==> src/logic/pcdmux_pkg.sv <==
// package of constants for the port c/d alternate function mux
`default_nettype none
package pcdmux_pkg;
    // ****************************************
    // pin positions
    // ****************************************
    localparam int unsigned PC_CAPTURE_BIT = 7;
    localparam int unsigned PD_COUNT0_BIT = 7;
    localparam int unsigned PD_COUNT1_BIT = 6;
    localparam int unsigned PD_SYNC_CLK_BIT = 5;
    localparam int unsigned PD_CAPTURE1_BIT = 4;
    localparam int unsigned PD_TXD_BIT = 3;
    localparam int unsigned PD_RXD_BIT = 2;
    localparam int unsigned PD_SDA_BIT = 1;
    localparam int unsigned PD_SCL_BIT = 0;
    localparam int unsigned PORT_WIDTH = 8;
    // ****************************************
    // reset values and timing
    // ****************************************
    localparam logic [7:0] PORT_RESET = 8'h00;
    localparam int unsigned CLK_PERIOD_PS = 5000;
    localparam int unsigned SPIKE_NS = 50;
    localparam int unsigned SPIKE_CYCLES = (SPIKE_NS * 1000 + CLK_PERIOD_PS - 1) / CLK_PERIOD_PS;
    typedef enum logic [2:0] {
        PCD_FLT_STABLE = 3'b001,
        PCD_FLT_CHANGE = 3'b010,
        PCD_FLT_COMMIT = 3'b100
    } pcdmux_flt_state_t;
endpackage
`default_nettype wire

==> src/logic/pcdmux_spike_filter.sv <==
// spike filter for one two-wire line
`timescale 1ns/1ps
`default_nettype none
module pcdmux_spike_filter
    import pcdmux_pkg::*;
#(
    parameter int unsigned CYCLES = pcdmux_pkg::SPIKE_CYCLES
) (
    input wire logic ref_clk,
    input wire logic rst_n,
    input wire logic raw,
    output logic filtered
);
    import pcdmux_pkg::*;
    pcdmux_flt_state_t state;
    logic [7:0] count;
    // ****************************************
    // change must persist for CYCLES + 1 clocks
    // ****************************************
    always_ff @(posedge ref_clk or negedge rst_n) begin
        if (!rst_n) begin
            state <= PCD_FLT_STABLE;
            count <= 8'h00;
        end else begin
            case (state)
                PCD_FLT_STABLE: begin
                    count <= 8'h00;
                    if (raw != filtered) begin
                        state <= PCD_FLT_CHANGE;
                    end
                end
                PCD_FLT_CHANGE: begin
                    if (raw == filtered) begin
                        state <= PCD_FLT_STABLE;
                    end else if (count >= 8'(CYCLES - 1)) begin
                        state <= PCD_FLT_COMMIT;
                    end else begin
                        count <= count + 8'h01;
                    end
                end
                PCD_FLT_COMMIT: begin
                    state <= PCD_FLT_STABLE;
                end
                default: begin
                    state <= PCD_FLT_STABLE;
                end
            endcase
        end
    end
    always_ff @(posedge ref_clk or negedge rst_n) begin
        if (!rst_n) begin
            filtered <= 1'b1;
        end else if (state == PCD_FLT_COMMIT) begin
            filtered <= ~filtered;
        end
    end
endmodule
`default_nettype wire

==> src/logic/pcdmux_top.sv <==
// alternate function mux for the upper port c pins and port d pins
// Summary of operation
// - pc7 input feeds timer3 capture
// - fuse puts prescaled clock on pc7
// - pc7 carries fast pwm a when output and the fuse is clear
// - pc6 carries inverted fast pwm a
// - pc6 can carry timer3 compare a
// - pc3 and pc2 get no function
// - pd7 input feeds timer0 count clock
// - pd7 carries fast pwm d when output
// - pd6 input feeds timer1 count clock
// - pd6 carries inverted fast pwm d
// - pd5 direction picks usart clock direction
// - usart clock only in synchronous mode
// - pd5 input is uart clear to send
// - pd4 input feeds timer1 capture
// - pd3..pd0 interrupts, usart, two-wire, compare b
// - two-wire takes pd1/pd0 open drain, filtered
`timescale 1ns/1ps
`default_nettype none
module pcdmux_top
    import pcdmux_pkg::*;
(
    input wire logic ref_clk,
    input wire logic rst_n,
    input wire logic [pcdmux_pkg::PORT_WIDTH-1:0] portc_pin_in,
    input wire logic [pcdmux_pkg::PORT_WIDTH-1:0] portc_data,
    input wire logic [pcdmux_pkg::PORT_WIDTH-1:0] portc_direction,
    output logic [pcdmux_pkg::PORT_WIDTH-1:0] portc_pin_out,
    output logic [pcdmux_pkg::PORT_WIDTH-1:0] portc_pin_oe,
    input wire logic [pcdmux_pkg::PORT_WIDTH-1:0] portd_pin_in,
    input wire logic [pcdmux_pkg::PORT_WIDTH-1:0] portd_data,
    input wire logic [pcdmux_pkg::PORT_WIDTH-1:0] portd_direction,
    output logic [pcdmux_pkg::PORT_WIDTH-1:0] portd_pin_out,
    output logic [pcdmux_pkg::PORT_WIDTH-1:0] portd_pin_oe,
    output logic [pcdmux_pkg::PORT_WIDTH-1:0] portc_pin_value,
    output logic [pcdmux_pkg::PORT_WIDTH-1:0] portd_pin_value,
    input wire logic clock_out_fuse,
    input wire logic system_clock_prescaled,
    input wire logic fast_pwm_a_enable,
    input wire logic fast_pwm_a_out,
    input wire logic timer3_compare_a_enable,
    input wire logic timer3_compare_a_out,
    input wire logic fast_pwm_d_enable,
    input wire logic fast_pwm_d_out,
    input wire logic usart_sync_mode,
    input wire logic usart_sync_clock_out,
    input wire logic usart_transmit_enable,
    input wire logic usart_transmit_line,
    input wire logic usart_receive_enable,
    input wire logic two_wire_enable,
    input wire logic two_wire_data_out,
    input wire logic two_wire_clock_out,
    input wire logic timer0_compare_b_enable,
    input wire logic timer0_compare_b_out,
    output logic timer3_capture_input,
    output logic timer0_count_input,
    output logic timer1_count_input,
    output logic timer1_capture_input,
    output logic usart_sync_clock,
    output logic uart_clear_to_send,
    output logic usart_receive_line,
    output logic [3:0] external_interrupt_input,
    output logic two_wire_data_in,
    output logic two_wire_clock_in
);
    import pcdmux_pkg::*;
    logic [7:0] portc_meta;
    logic [7:0] portc_sync;
    logic [7:0] portd_meta;
    logic [7:0] portd_sync;
    logic [1:0] sync_fill;
    logic sda_filtered;
    logic scl_filtered;
    logic usart_clock_drive;
    logic [7:0] next_portc_out;
    logic [7:0] next_portc_oe;
    logic [7:0] next_portd_out;
    logic [7:0] next_portd_oe;
    // ****************************************
    // pin input synchronisers
    // ****************************************
    always_ff @(posedge ref_clk or negedge rst_n) begin
        if (!rst_n) begin
            portc_meta <= PORT_RESET;
            portc_sync <= PORT_RESET;
            portd_meta <= PORT_RESET;
            portd_sync <= PORT_RESET;
        end else begin
            portc_meta <= portc_pin_in;
            portc_sync <= portc_meta;
            portd_meta <= portd_pin_in;
            portd_sync <= portd_meta;
        end
    end
    // ****************************************
    // synchroniser fill tracking
    // ****************************************
    // alternate inputs wait for real pin levels, so no false low on idle-high lines
    always_ff @(posedge ref_clk or negedge rst_n) begin
        if (!rst_n) begin
            sync_fill <= 2'h0;
        end else begin
            sync_fill <= {sync_fill[0], 1'h1};
        end
    end
    // ****************************************
    // two-wire spike filters
    // ****************************************
    pcdmux_spike_filter #(
        .CYCLES(SPIKE_CYCLES)
    ) u_sda_filter (
        .ref_clk(ref_clk),
        .rst_n(rst_n),
        .raw(portd_sync[PD_SDA_BIT]),
        .filtered(sda_filtered)
    );
    pcdmux_spike_filter #(
        .CYCLES(SPIKE_CYCLES)
    ) u_scl_filter (
        .ref_clk(ref_clk),
        .rst_n(rst_n),
        .raw(portd_sync[PD_SCL_BIT]),
        .filtered(scl_filtered)
    );
    // ****************************************
    // pin output selection
    // ****************************************
    assign usart_clock_drive = usart_sync_mode & portd_direction[PD_SYNC_CLK_BIT];
    always_comb begin
        // ordinary port control by default
        next_portc_out = portc_data;
        next_portc_oe = portc_direction;
        next_portd_out = portd_data;
        next_portd_oe = portd_direction;
        if (clock_out_fuse) begin
            next_portc_out[7] = system_clock_prescaled;
            next_portc_oe[7] = 1'b1;
        end else if (fast_pwm_a_enable && portc_direction[7]) begin
            next_portc_out[7] = fast_pwm_a_out;
        end
        if (fast_pwm_a_enable && portc_direction[6]) begin
            next_portc_out[6] = ~fast_pwm_a_out;
        end else if (timer3_compare_a_enable && portc_direction[6]) begin
            next_portc_out[6] = timer3_compare_a_out;
        end
        if (fast_pwm_d_enable && portd_direction[7]) begin
            next_portd_out[7] = fast_pwm_d_out;
        end
        if (fast_pwm_d_enable && portd_direction[6]) begin
            next_portd_out[6] = ~fast_pwm_d_out;
        end
        if (usart_clock_drive) begin
            next_portd_out[5] = usart_sync_clock_out;
        end
        if (usart_transmit_enable) begin
            next_portd_out[3] = usart_transmit_line;
            next_portd_oe[3] = 1'b1;
        end
        if (usart_receive_enable) begin
            next_portd_oe[2] = 1'b0;
        end
        if (two_wire_enable) begin
            next_portd_out[1] = 1'b0;
            next_portd_oe[1] = ~two_wire_data_out;
            next_portd_out[0] = 1'b0;
            next_portd_oe[0] = ~two_wire_clock_out;
        end else if (timer0_compare_b_enable) begin
            next_portd_out[0] = timer0_compare_b_out;
        end
        next_portc_out[3:2] = portc_data[3:2];
        next_portc_oe[3:2] = 2'b00;
    end
    always_ff @(posedge ref_clk or negedge rst_n) begin
        if (!rst_n) begin
            portc_pin_out <= PORT_RESET;
            portc_pin_oe <= PORT_RESET;
            portd_pin_out <= PORT_RESET;
            portd_pin_oe <= PORT_RESET;
        end else begin
            portc_pin_out <= next_portc_out;
            portc_pin_oe <= next_portc_oe;
            portd_pin_out <= next_portd_out;
            portd_pin_oe <= next_portd_oe;
        end
    end
    // ****************************************
    // alternate inputs
    // ****************************************
    always_ff @(posedge ref_clk or negedge rst_n) begin
        if (!rst_n) begin
            portc_pin_value <= PORT_RESET;
            portd_pin_value <= PORT_RESET;
            timer3_capture_input <= 1'b0;
            timer0_count_input <= 1'b0;
            timer1_count_input <= 1'b0;
            timer1_capture_input <= 1'b0;
            usart_sync_clock <= 1'b0;
            uart_clear_to_send <= 1'b0;
            usart_receive_line <= 1'b1;
            external_interrupt_input <= 4'h0;
            two_wire_data_in <= 1'b1;
            two_wire_clock_in <= 1'b1;
        end else if (sync_fill[1]) begin
            portc_pin_value <= {portc_sync[7:4], 2'b00, portc_sync[1:0]};
            portd_pin_value <= portd_sync;
            timer3_capture_input <= portc_sync[PC_CAPTURE_BIT];
            timer0_count_input <= portd_sync[PD_COUNT0_BIT];
            timer1_count_input <= portd_sync[PD_COUNT1_BIT];
            timer1_capture_input <= portd_sync[PD_CAPTURE1_BIT];
            if (usart_clock_drive) begin
                usart_sync_clock <= usart_sync_clock_out;
            end else if (usart_sync_mode) begin
                usart_sync_clock <= portd_sync[PD_SYNC_CLK_BIT];
            end else begin
                usart_sync_clock <= 1'b0;
            end
            uart_clear_to_send <= portd_sync[PD_SYNC_CLK_BIT];
            usart_receive_line <= portd_sync[PD_RXD_BIT];
            external_interrupt_input <= portd_sync[3:0];
            two_wire_data_in <= sda_filtered;
            two_wire_clock_in <= scl_filtered;
        end
    end
endmodule
`default_nettype wire

==> config.mk <==
export PLATFORM = sky130hd
export DESIGN_NAME = pcdmux_top
export DESIGN_NICKNAME = d
export VERILOG_FILES = /design/src/logic/pcdmux_pkg.sv /design/src/logic/pcdmux_spike_filter.sv /design/src/logic/pcdmux_top.sv
export SDC_FILE = /design/constraint.sdc
export NUM_CORES = 1
export LEC_CHECK = 0
export BUFFER_PORTS_ARGS = -buffer_cell sky130_fd_sc_hd__buf_2
export CORE_ASPECT_RATIO = 0.5
export CORE_UTILIZATION = 25
export CTS_BUF_LIST = sky130_fd_sc_hd__clkbuf_8 sky130_fd_sc_hd__clkbuf_16
export CTS_CLUSTER_DIAMETER = 60
export CTS_CLUSTER_SIZE = 40
export DETAILED_ROUTE_END_ITERATION = 16
export MAX_ROUTING_LAYER = met4
export PLACE_DENSITY_LB_ADDON = 0.05
export SKIP_CTS_REPAIR_TIMING = 1
export SLEW_MARGIN = 20
export SYNTH_ARGS = -nofsm -noshare
export SYNTH_HDL_FRONTEND = slang
export SYNTH_HIERARCHICAL = 1
export SYNTH_SLANG_ARGS = --single-unit
==> constraint.sdc <==
create_clock -name ref_clk -period 2.9 [get_ports ref_clk]
set_input_delay 0.145 -clock ref_clk [delete_from_list [all_inputs] [get_ports ref_clk]]
set_output_delay 0.145 -clock ref_clk [all_outputs]
set_load 0.02 [all_outputs]
==> metrics, run 1 <==
maximum VDD drop=0.000247 V; Hold Vio Cnt, Final=0; maximum root-to-sink buffer count=2; Finished Core Util=0.355; drt total wl=7.35 mm; WS Path Type=reg -> reg; Clk Latency, worst-skew pair=340 ps; antenna violations before repair=0; PwrDens=597 nW/um^2; Die Y=88.9 um; CTS clk-pin slew, worst paths=70 ps; clk_skew=6.25 ps; sequential share of the synthesized area=0.678; Period Utilization, post-route=0.639; largest net degree at the start of global routing=43; top-level I/O count=129; Rows=31; final setup TNS=0 ps; Final setup viols=0; Ys Warns=6; 1st-iter DRT viols=75; Die Area=15600 um^2; Detail Route Antenna Nets=0; max-cap violation count=0; Vias=2432; hpwl dp=5.16 mm; CP Data Arrival Time=2130 ps; Synth area leader=dfrtp_1; async set-reset flop share out of synthesis=1.00; H-tree levels=3; post-synth cell types=37; Worst Hold Class=in -> reg; multi-input logic area=1030 um^2; RSZ-0062 raised after global routing=false; register area=2560 um^2; DRT Pass-1 Iters=4; CP required=3170 ps; global placement routability congestion=0.760; share of cells above drive strength 1=0.421; PortBufs=120; drt wl/cell=11.8 um; vias in the first global route=2376; CP max FO=7; Worst Max-Slew Pin Slew=855 ps; DRC Markers=0; worst rel slew slack=0.430; Worst Setup End Kind=register; clk sinks=102; Mean Syn Cell Area=14.5 um^2; Max Fclk=540 MHz; Final #Nets=492; top area cells in the synthesized netlist=dfrtp_1, mux2_2, dfstp_2; Final Max Tran Viols=0; P&R area growth vs syn=37.6%; Initial Util=0.258; vias per cell=3.92; Ant. Diodes=0; All-Layer GR Usage=0.0989; Leakage=2.46 nW; Synth Instances=261; Mapped Area=3780 um^2; CTS root buffer=clkbuf_16; top_reg_cell synth=dfrtp_1; flop and latch count out of synthesis=102; TritonCTS clock tree=done; status=completed; Synth top area share=0.629; first-pass GRT wire length=11.3 mm; number of synthesized flops with an enable pin=0; critical path startpoint category=register; fin crit period=1850 ps; grt total ovfl=0; core area=14600 um^2; fill cell count=1448; die width=176 um; Inserted Clock Buffers=9
-- critical path, stage by stage (launching register included) --
cell,delay [ps]
dfrtp_1,450
inv_1,110
ha_1,140
nor3b_2,280
o2111ai_4,200
or4b_1,510
nand3_1,100
-- cell families (layout without fill, tap and decap cells) --
| logic type | Yosys count | after routing | share of synthesized area |
|---|---|---|---|
| flip-flops | 102 | 102 | 0.678 |
| AND/OR/NAND/NOR | 62 | 62 | 0.104 |
| buffers and inverters | 33 | 192 | 0.0523 |
| AO/OA/AOI/OAI | 27 | 27 | 0.0583 |
| multiplexers | 25 | 25 | 0.0722 |
| adder cells (fa/ha/maj) | 6 | 6 | 0.0199 |
| XOR/XNOR | 4 | 4 | 0.0132 |
| other | 2 | 5 | 0.00199 |
-- sequential cells by signal, indices dropped and copies added (netlist names), 2 cells and up --
register	count
portd_pin_out	8
portd_sync	8
u_scl_filter/state	3
portc_pin_value	5
portd_pin_value	8
sync_fill	2
portc_pin_out	8
portd_meta	8
portc_pin_oe	6
portc_meta	6
u_sda_filter/state	3
u_scl_filter/count	8
u_sda_filter/count	8
portd_pin_oe	8
portc_sync	6
-- layout make-up --
class | count | area share
well taps | 198 | 0.0477
multi-input cells | 129 | 0.198
clock buffers | 10 | 0.0460
clock inverters | 6 | 0.0120
inverters | 16 | 0.0116
repair buffers | 160 | 0.192
flip-flops and latches | 102 | 0.493
-- layout by cell type (no fill, tap or decap), types with 2 or more instances in the layout --
master / netlist / routed
clkbuf_16: 0 / 9
nor4_4: 2 / 2
or3_1: 2 / 2
nor3b_1: 2 / 2
a21o_1: 2 / 2
dlygate4sd3_1: 0 / 37
or2_2: 2 / 2
o311ai_1: 2 / 2
nor2b_1: 9 / 9
o211ai_1: 4 / 4
nor2_1: 7 / 7
or4b_1: 2 / 2
conb_1: 2 / 5
nand2b_1: 7 / 7
xor2_2: 2 / 2
nand3_1: 6 / 6
buf_4: 14 / 4
o21ai_0: 3 / 3
xnor2_1: 2 / 2
a211oi_1: 2 / 2
inv_1: 16 / 17
nand2_1: 15 / 15
mux2_2: 18 / 18
mux2i_1: 7 / 7
clkinvlp_4: 0 / 2
ha_1: 6 / 6
o22ai_1: 3 / 3
nor3b_2: 2 / 2
buf_2: 1 / 119
o2111ai_4: 2 / 2
a21oi_1: 6 / 6
dfrtp_1: 95 / 95
nor2b_2: 4 / 4
dfstp_2: 7 / 7
-- path summary, 6_finish.rpt --
| check | start | end | slack, ps | cells past startpoint |
|---|---|---|---|---|
| min reg2reg | portd_meta[1]$_DFF_PN0_ | portd_sync[1]$_DFF_PN0_ | 340 | 0 |
| min | usart_transmit_enable | portd_pin_oe[3]$_DFF_PN0_ | 20 | 2 |
| max reg2reg | u_scl_filter/count[0]$_DFFE_PN0P_ | u_scl_filter/count[1]$_DFFE_PN0P_ | 1050 | 6 |
| max in group asynchronous | rst_n | u_scl_filter/filtered$_DFFE_PN1N_ | 1800 | 3 |
| min in group asynchronous | rst_n | portd_pin_out[0]$_DFF_PN0_ | 330 | 2 |
| max | u_scl_filter/count[0]$_DFFE_PN0P_ | u_scl_filter/count[1]$_DFFE_PN0P_ | 1050 | 6 |
-- synth_stat cells (2+ instances only) --
cell	count
dfrtp_1	95
mux2_2	18
inv_1	16
nand2_1	15
buf_4	14
nor2b_1	9
dfstp_2	7
mux2i_1	7
nand2b_1	7
nor2_1	7
a21oi_1	6
ha_1	6
nand3_1	6
nor2b_2	4
o211ai_1	4
o21ai_0	3
o22ai_1	3
a211oi_1	2
a21o_1	2
clkbuf_8	2
conb_1	2
nor3b_1	2
nor3b_2	2
nor4_4	2
o2111ai_4	2
o311ai_1	2
or2_2	2
or3_1	2
or4b_1	2
xnor2_1	2
xor2_2	2
-- metal layers --
layer / vias up / GRT usage / routed length (um)
met5: - / - / 0
met4: 0 / 0.0451 / 114
met3: 13 / 0.0400 / 453
met2: 73 / 0.156 / 3610
met1: 1184 / 0.112 / 3160
li1: 1162 / - / -
-- through the flow --
stage / total power [mW] / setup slack, ps / hold WS (ps) / area [um^2] / std cells
after floorplan: 1.76 / 1250 / -151 / 3790 / 264
after global placement: 1.89 / 1110 / 167 / 4520 / 568
after detailed placement: 1.90 / 1050 / 181 / 4520 / 568
after CTS: 3.13 / 1040 / -194 / 4830 / 584
after global routing: 3.27 / 922 / 4.93 / 5200 / 621
final: 3.10 / 1050 / 20.1 / 5200 / 621
-- where the power goes --
| part | internal, mW | total (mW) | switching, mW | leakage (nW) |
|---|---|---|---|---|
| Sequential | 1.50 | 1.54 | 0.0418 | 1.23 |
| Combinational | 0.157 | 0.360 | 0.203 | 1.09 |
| Clock | 0.689 | 1.20 | 0.510 | 0.146 |
Power figures use the tool's default switching activity.
==> inputs of run 2 (changes only) <==
Settings changed: ABC_AREA from default to 1.
Clock period 2.9 ns to 1.9 ns, I/O delays scaled along.
==> run 2 against run 1 <==
  * The flow now finishes with violations (negative hold slack)
  * Register-to-register slack got worse by 500 ps
  * Non-clock buffer count increased by 18
  * Via count up 16%
  * Cell area grew 8.0%
  * Clock power up 50%
  * Setup slack got worse by 850 ps
  * Clock skew grew 4.3 ps
  * Sequential power up 60%
  * Highest routed layer unchanged
==> metrics, run 2 <==
main combinational cell family by area after synthesis=simple AND/OR/NAND/NOR gates; drt total wl=8.09 mm (+10%); flop and latch count out of synthesis=102 (unchanged); first-pass GRT wire length=13.1 mm (+16%); Fin Hold WS=-0.576 ps (-20.6 ps); Worst Setup End Kind=register; Reg2Reg Depth=7 (+1); commonest non-fill, non-tap cells in the layout=buf_2, dfrtp_1, nand2_1, dlygate4sd3_1, inv_1; Mean Syn Cell Area=11.2 um^2 (-23%); simple-gate portion of the synthesized area=0.226 (+0.122); most common cell after layout, fill and taps aside=buf_2; TritonCTS clock tree=done; number of synthesized flops with an enable pin=0 (unchanged); Synth top area share=0.596 (-0.0330); Finished Core Util=0.362 (+0.00697); clock share of power=0.336 (-0.051); sequential share of the synthesized area=0.642 (-0.0355); async set-reset flop share out of synthesis=1.00 (unchanged); top-level I/O count=129 (unchanged); Final setup viols=0 (unchanged); drt wl/cell=10.9 um (-7.7%); vias in the first global route=2702 (+14%); core area=15500 um^2 (+6.0%); 1st-iter DRT viols=118 (+57%); Worst Max-Slew Pin Slew=630 ps (-225 ps); Die Area=16500 um^2 (+5.4%); Hold Vio Cnt, Final=1 (+1); WS Path Type=in -> reg; All-Layer GR Usage=0.106 (+0.00714); share of cells above drive strength 1=0.376 (-0.0446); critical path startpoint category=input pin; CTS clk-pin slew, worst paths=80 ps (about the same); die width=181 um (+2.7%); Synth Area in XOR/XNOR=0.00879 (-0.00446); PwrDens=952 nW/um^2 (+59%); Mapped Area=3990 um^2 (+5.5%); top area cells in the synthesized netlist=dfrtp_1, nand2_1, dfstp_2; Ys Warns=6 (unchanged); grt total ovfl=0 (unchanged); max-cap violation count=0 (unchanged); share of power burned in registers=0.461 (-0.036); maximum VDD drop=0.000400 V (+62%); PortBufs=120 (unchanged); complex-gate fraction of the synthesized area=0.0270 (-0.0313); most common cell in the netlist=dfrtp_1; H-tree levels=3 (unchanged); failing checks=negative hold slack; flop2flop setup slack=550 ps (-500 ps); Rows=32 (+3.2%); P&R area growth vs syn=40.8%; fill cell count=1582 (+9.3%); DRT Pass-1 Iters=4 (unchanged); worst rel slew slack=0.580 (+0.150); final setup TNS=0 ps (unchanged); cell-internal power=3.69 mW (+57%); status=complete, but fails checks; Synth Instances=356 (+36%); Period Utilization, post-route=0.897; top_reg_cell synth=dfrtp_1; Max Fclk=587 MHz; Worst Hold Class=in -> reg; fin crit period=1700 ps; hold-critical path depth=4 (+2); Initial Util=0.257 (-0.00105); CP required=2140 ps (-1030 ps); clk sinks=102 (unchanged); CTS root buffer=clkbuf_16; mux share of post-synthesis cell area=0 (-0.0722); Psw=1.66 mW (+120%); CP max FO=1 (-6); R2R Path End=u_scl_filter/count[2]$_DFFE_PN0P_; switch share=0.310 (+0.0668); Comb power frac=0.203 (+0.087); largest net degree at the start of global routing=44 (+2.3%); antenna violations before repair=0 (unchanged); Leakage=2.81 nW (+14%); Adder-Cell Fraction of Synth Area=0.0188 (-0.00104); CP Data Arrival Time=1940 ps (-190 ps); Clk Latency, worst-skew pair=350 ps (about the same); global placement routability congestion=0.708 (-6.8%); post-synth cell types=29 (-22%); Hold EP=portc_pin_out[6]$_DFF_PN0_; Synth area leader=dfrtp_1; DRC Markers=0 (unchanged); vias per cell=3.82 (-2.4%); Reg2Reg Launch Point=u_scl_filter/count[0]$_DFFE_PN0P_; Hold Crit Start=fast_pwm_a_out; Design Power=5.34 mW (+72%); Final Max Tran Viols=0 (unchanged); hpwl dp=5.57 mm (+8.0%); maximum root-to-sink buffer count=2 (unchanged); Vias=2832 (+16%); Final #Nets=606 (+23%); Detail Route Antenna Nets=0 (unchanged); synth cell count leaders=dfrtp_1, nand2_1, inv_1, nand3_1, buf_4; Inserted Clock Buffers=9 (unchanged); RSZ-0062 raised after global routing=false; Die Y=91.3 um (+2.7%); Ant. Diodes=0 (unchanged); clk_skew=10.5 ps (+4.26 ps)
run 2: cell count changes in the layout (fill, tap and decap cells not counted), moves of 8 or more:
cell / change
nand3_1: +21
nor2b_1: -9
nand2_1: +73
nand2_4: +8
nor2_2: +12
inv_1: +15
mux2_2: -18
inv_2: +10
dlygate4sd3_1: +18
run 2: layer usage:
metal | global-route usage | routed length [um] | vias to the layer above
met1 | 0.124 | 3540 | 1315
met2 | 0.162 | 3910 | 76
met4 | 0.0342 | 106 | 0
met5 | - | 0 | -
li1 | - | - | 1432
met3 | 0.0473 | 539 | 9
run 2: power by group through the flow:
stage | logic [mW] | clock network, mW | registers (mW)
after floorplan | 0.631 | 0 | 2.58
after global placement | 1.02 | 0 | 2.51
after detailed placement | 1.02 | 0 | 2.51
after CTS | 1.02 | 1.90 | 2.47
after global routing | 1.20 | 1.98 | 2.49
final | 1.08 | 1.80 | 2.46
run 2: cell families (layout without fill, tap and decap cells):
group | after synthesis | count (layout)
buffers and inverters | 59 | 237
other | 2 | 5
adders and majority gates | 6 | 6
xor gates and xnor gates | 4 | 4
DFF | 102 | 102
AOI/OAI and AO/OA | 12 | 12
and+or+nand+nor | 171 | 171
run 2: final cells by class:
type	count	area, um^2	share of cell area
Clock buffer	9	225	0.0401
Clock inverter	7	66.3	0.0118
Inverter	43	169	0.0301
Multi-Input combinational cell	198	1140	0.202
Sequential cell	102	2560	0.456
Tap cell	204	255	0.0455
Timing Repair Buffer	178	1200	0.214
run 2: metrics by stage:
step                instances  instance area (um^2)  setup slack, ps  hold slack, ps
floorplan                 359                  4000              661            -201
global placement          670                  4770              521            76.6
detailed placement        670                  4770              531            75.9
CTS                       686                  5060              522            -313
global route              741                  5610              147            22.1
finish                    741                  5610              196          -0.576
run 2: worst max-delay path by stage:
| stage | startpoint | endpoint | depth (start not counted) |
|---|---|---|---|
| after floorplan | u_scl_filter/count[0]$_DFFE_PN0P_ | u_scl_filter/count[1]$_DFFE_PN0P_ | 7 |
| after global placement | u_scl_filter/count[0]$_DFFE_PN0P_ | u_scl_filter/count[6]$_DFFE_PN0P_ | 7 |
| after detailed placement | u_scl_filter/count[0]$_DFFE_PN0P_ | u_scl_filter/count[4]$_DFFE_PN0P_ | 7 |
| after CTS | u_scl_filter/count[0]$_DFFE_PN0P_ | u_scl_filter/count[0]$_DFFE_PN0P_ | 7 |
| after global routing | usart_transmit_line | portd_pin_out[3]$_DFF_PN0_ | 6 |
| final | usart_transmit_line | portd_pin_out[3]$_DFF_PN0_ | 6 |
run 2: critical path: stages:
cell,delay [ps]
dlygate4sd3_1,530
buf_2,120
nand2_1,50
dlygate4sd3_1,540
o21ai_0,60
dlygate4sd3_1,550
==> inputs of run 3 (changes only) <==
Settings changed: HOLD_SLACK_MARGIN from default to 0.03.
Clock period 1.9 ns to 2.05 ns, I/O delays scaled along.
==> run 3 against run 2 <==
  * The run now ends clean
  * Flip-flop and latch count unchanged
  * Combinational power fell by 6%
  * Final cell count grew 0.27%
  * Die area is the same
  * Register-to-register slack gained 130 ps
  * Total power fell by 8.1%
  * Sequential share of layout area is 0.051 points higher
==> metrics, run 3 (synthesized netlist as in run 2, its figures left out) <==
die width=181 um (unchanged); All-Layer GR Usage=0.109 (+0.00304); Hold EP=portd_pin_out[5]$_DFF_PN0_; fill cell count=1573 (-0.57%); Inserted Clock Buffers=9 (unchanged); commonest non-fill, non-tap cells in the layout=buf_2, dfrtp_1, nand2_1, dlygate4sd3_1, inv_1; drt total wl=8.24 mm (+1.9%); DRC Markers=0 (unchanged); flop2flop setup slack=680 ps (+130 ps); fin crit period=1720 ps; Reg2Reg Launch Point=u_sda_filter/count[0]$_DFFE_PN0P_; Hold Vio Cnt, Final=0 (-1); Final Max Tran Viols=0 (unchanged); antenna violations before repair=0 (unchanged); status=completed; final setup TNS=0 ps (unchanged); vias per cell=3.80 (-0.52%); hold-critical path depth=3 (-1); CP most frequent cell=dlygate4sd3_1; first-pass GRT wire length=13.4 mm (+2.0%); Period Utilization, post-route=0.838; Rows=32 (unchanged); Design Power=4.91 mW (-8.1%); largest net degree at the start of global routing=51 (+16%); 1st-iter DRT viols=96 (-19%); register area=2560 um^2 (unchanged); H-tree levels=3 (unchanged); crit path cell chain=dlygate4sd3_1 -> buf_2 -> nand2_1 -> dlygate4sd3_1 -> nand2_1 -> dlygate4sd3_1; R2R Path End=u_sda_filter/count[6]$_DFFE_PN0P_; PortBufs=120 (unchanged); Fin Hold WS=37.4 ps (+37.9 ps); Ant. Diodes=0 (unchanged); Final #Nets=608 (+0.33%); Worst path slowest cell=dlygate4sd3_1; share of cells above drive strength 1=0.373 (-0.00325); maximum root-to-sink buffer count=2 (unchanged); CTS root buffer=clkbuf_16; Hold Crit Start=usart_sync_clock_out; top-level I/O count=129 (unchanged); Reg2Reg Depth=7 (unchanged); Finished Core Util=0.362 (-0.000403); clk sinks=102 (unchanged); setup slack after layout=332 ps (+136 ps); P&R area growth vs syn=40.7%; multi-input logic area=1140 um^2 (unchanged); Vias=2825 (-0.25%); clk_skew=8.69 ps (-1.82 ps); max-cap violation count=0 (unchanged); Leakage=2.82 nW (about the same); crit path launch=clock_out_fuse; Die Area=16500 um^2 (unchanged); Max Fclk=582 MHz; global placement routability congestion=0.709 (about the same); DRT Pass-1 Iters=4 (unchanged); TritonCTS clock tree=done; drt wl/cell=11.1 um (+1.6%); CP Data Arrival Time=1940 ps (about the same); critical path startpoint category=input pin; hpwl dp=5.66 mm (+1.6%); maximum VDD drop=0.000362 V (-9.5%); Detail Route Antenna Nets=0 (unchanged); Worst Hold Class=in -> reg; Initial Util=0.257 (unchanged); vias in the first global route=2666 (-1.3%); Clk Latency, worst-skew pair=350 ps (about the same); crit-path max cell delay=550 ps (about the same); CP max FO=3 (+2); grt total ovfl=0 (unchanged); Die Y=91.3 um (unchanged); PwrDens=876 nW/um^2 (-8.0%); CP required=2270 ps (+130 ps); core area=15500 um^2 (unchanged); worst slack at placement=667 ps (+136 ps); most common cell after layout, fill and taps aside=buf_2; Worst Setup End Kind=register; CTS clk-pin slew, worst paths=70 ps (about the same); RSZ-0062 raised after global routing=false; WS Path Type=in -> reg; Final setup viols=0 (unchanged)
-- run 3: changes by cell type in the layout (fill, tap and decap cells not counted) --
cell	previous run	this run
buf_12	2	1
clkbuf_8	0	1
buf_4	2	3
dlygate4sd3_1	55	57
clkinv_2	0	2
inv_1	32	33
clkinvlp_4	0	1
clkinv_4	4	1
inv_8	3	1
-- run 3: critical path, delay by kind of cell --
family	cells	cell delay [ps]
buffers and inverters	4	1730
and+or+nand+nor	2	100
-- run 3: area by class of cell --
class	instances	share of cell area
Tap cell	204	0.0455
Multi-Input combinational cell	198	0.203
Inverter	43	0.0301
Timing Repair Buffer	180	0.216
Sequential cell	102	0.457
Clock inverter	6	0.00692
Clock buffer	10	0.0426
-- run 3: worst max-delay path by stage --
stage	endpoint	slack, ps
floorplan	u_scl_filter/count[1]$_DFFE_PN0P_	810
global placement	u_sda_filter/count[4]$_DFFE_PN0P_	680
detailed placement	u_sda_filter/count[7]$_DFFE_PN0P_	670
CTS	u_sda_filter/count[4]$_DFFE_PN0P_	660
global route	portc_pin_out[7]$_DFF_PN0_	290
finish	portc_pin_out[7]$_DFF_PN0_	330
-- run 3: layer usage --
metal / track usage / part of all wire
met1: 0.136 / 0.46
met3: 0.0485 / 0.061
met2: 0.156 / 0.47
met5: - / 0
met4: 0.0385 / 0.011
-- run 3: power by group --
part / switching (mW) / internal (mW) / total (mW)
registers: 0.111 / 2.17 / 2.28
clock network: 0.766 / 0.855 / 1.62
logic: 0.615 / 0.390 / 1.01
total: 1.49 / 3.42 / 4.91
-- run 3: metrics by stage --
step | cell area, um^2 | instances
after floorplan | 4000 | 359
after global routing | 5610 | 743
after global placement | 4760 | 670
after detailed placement | 4760 | 670
final | 5610 | 743
after CTS | 5040 | 686
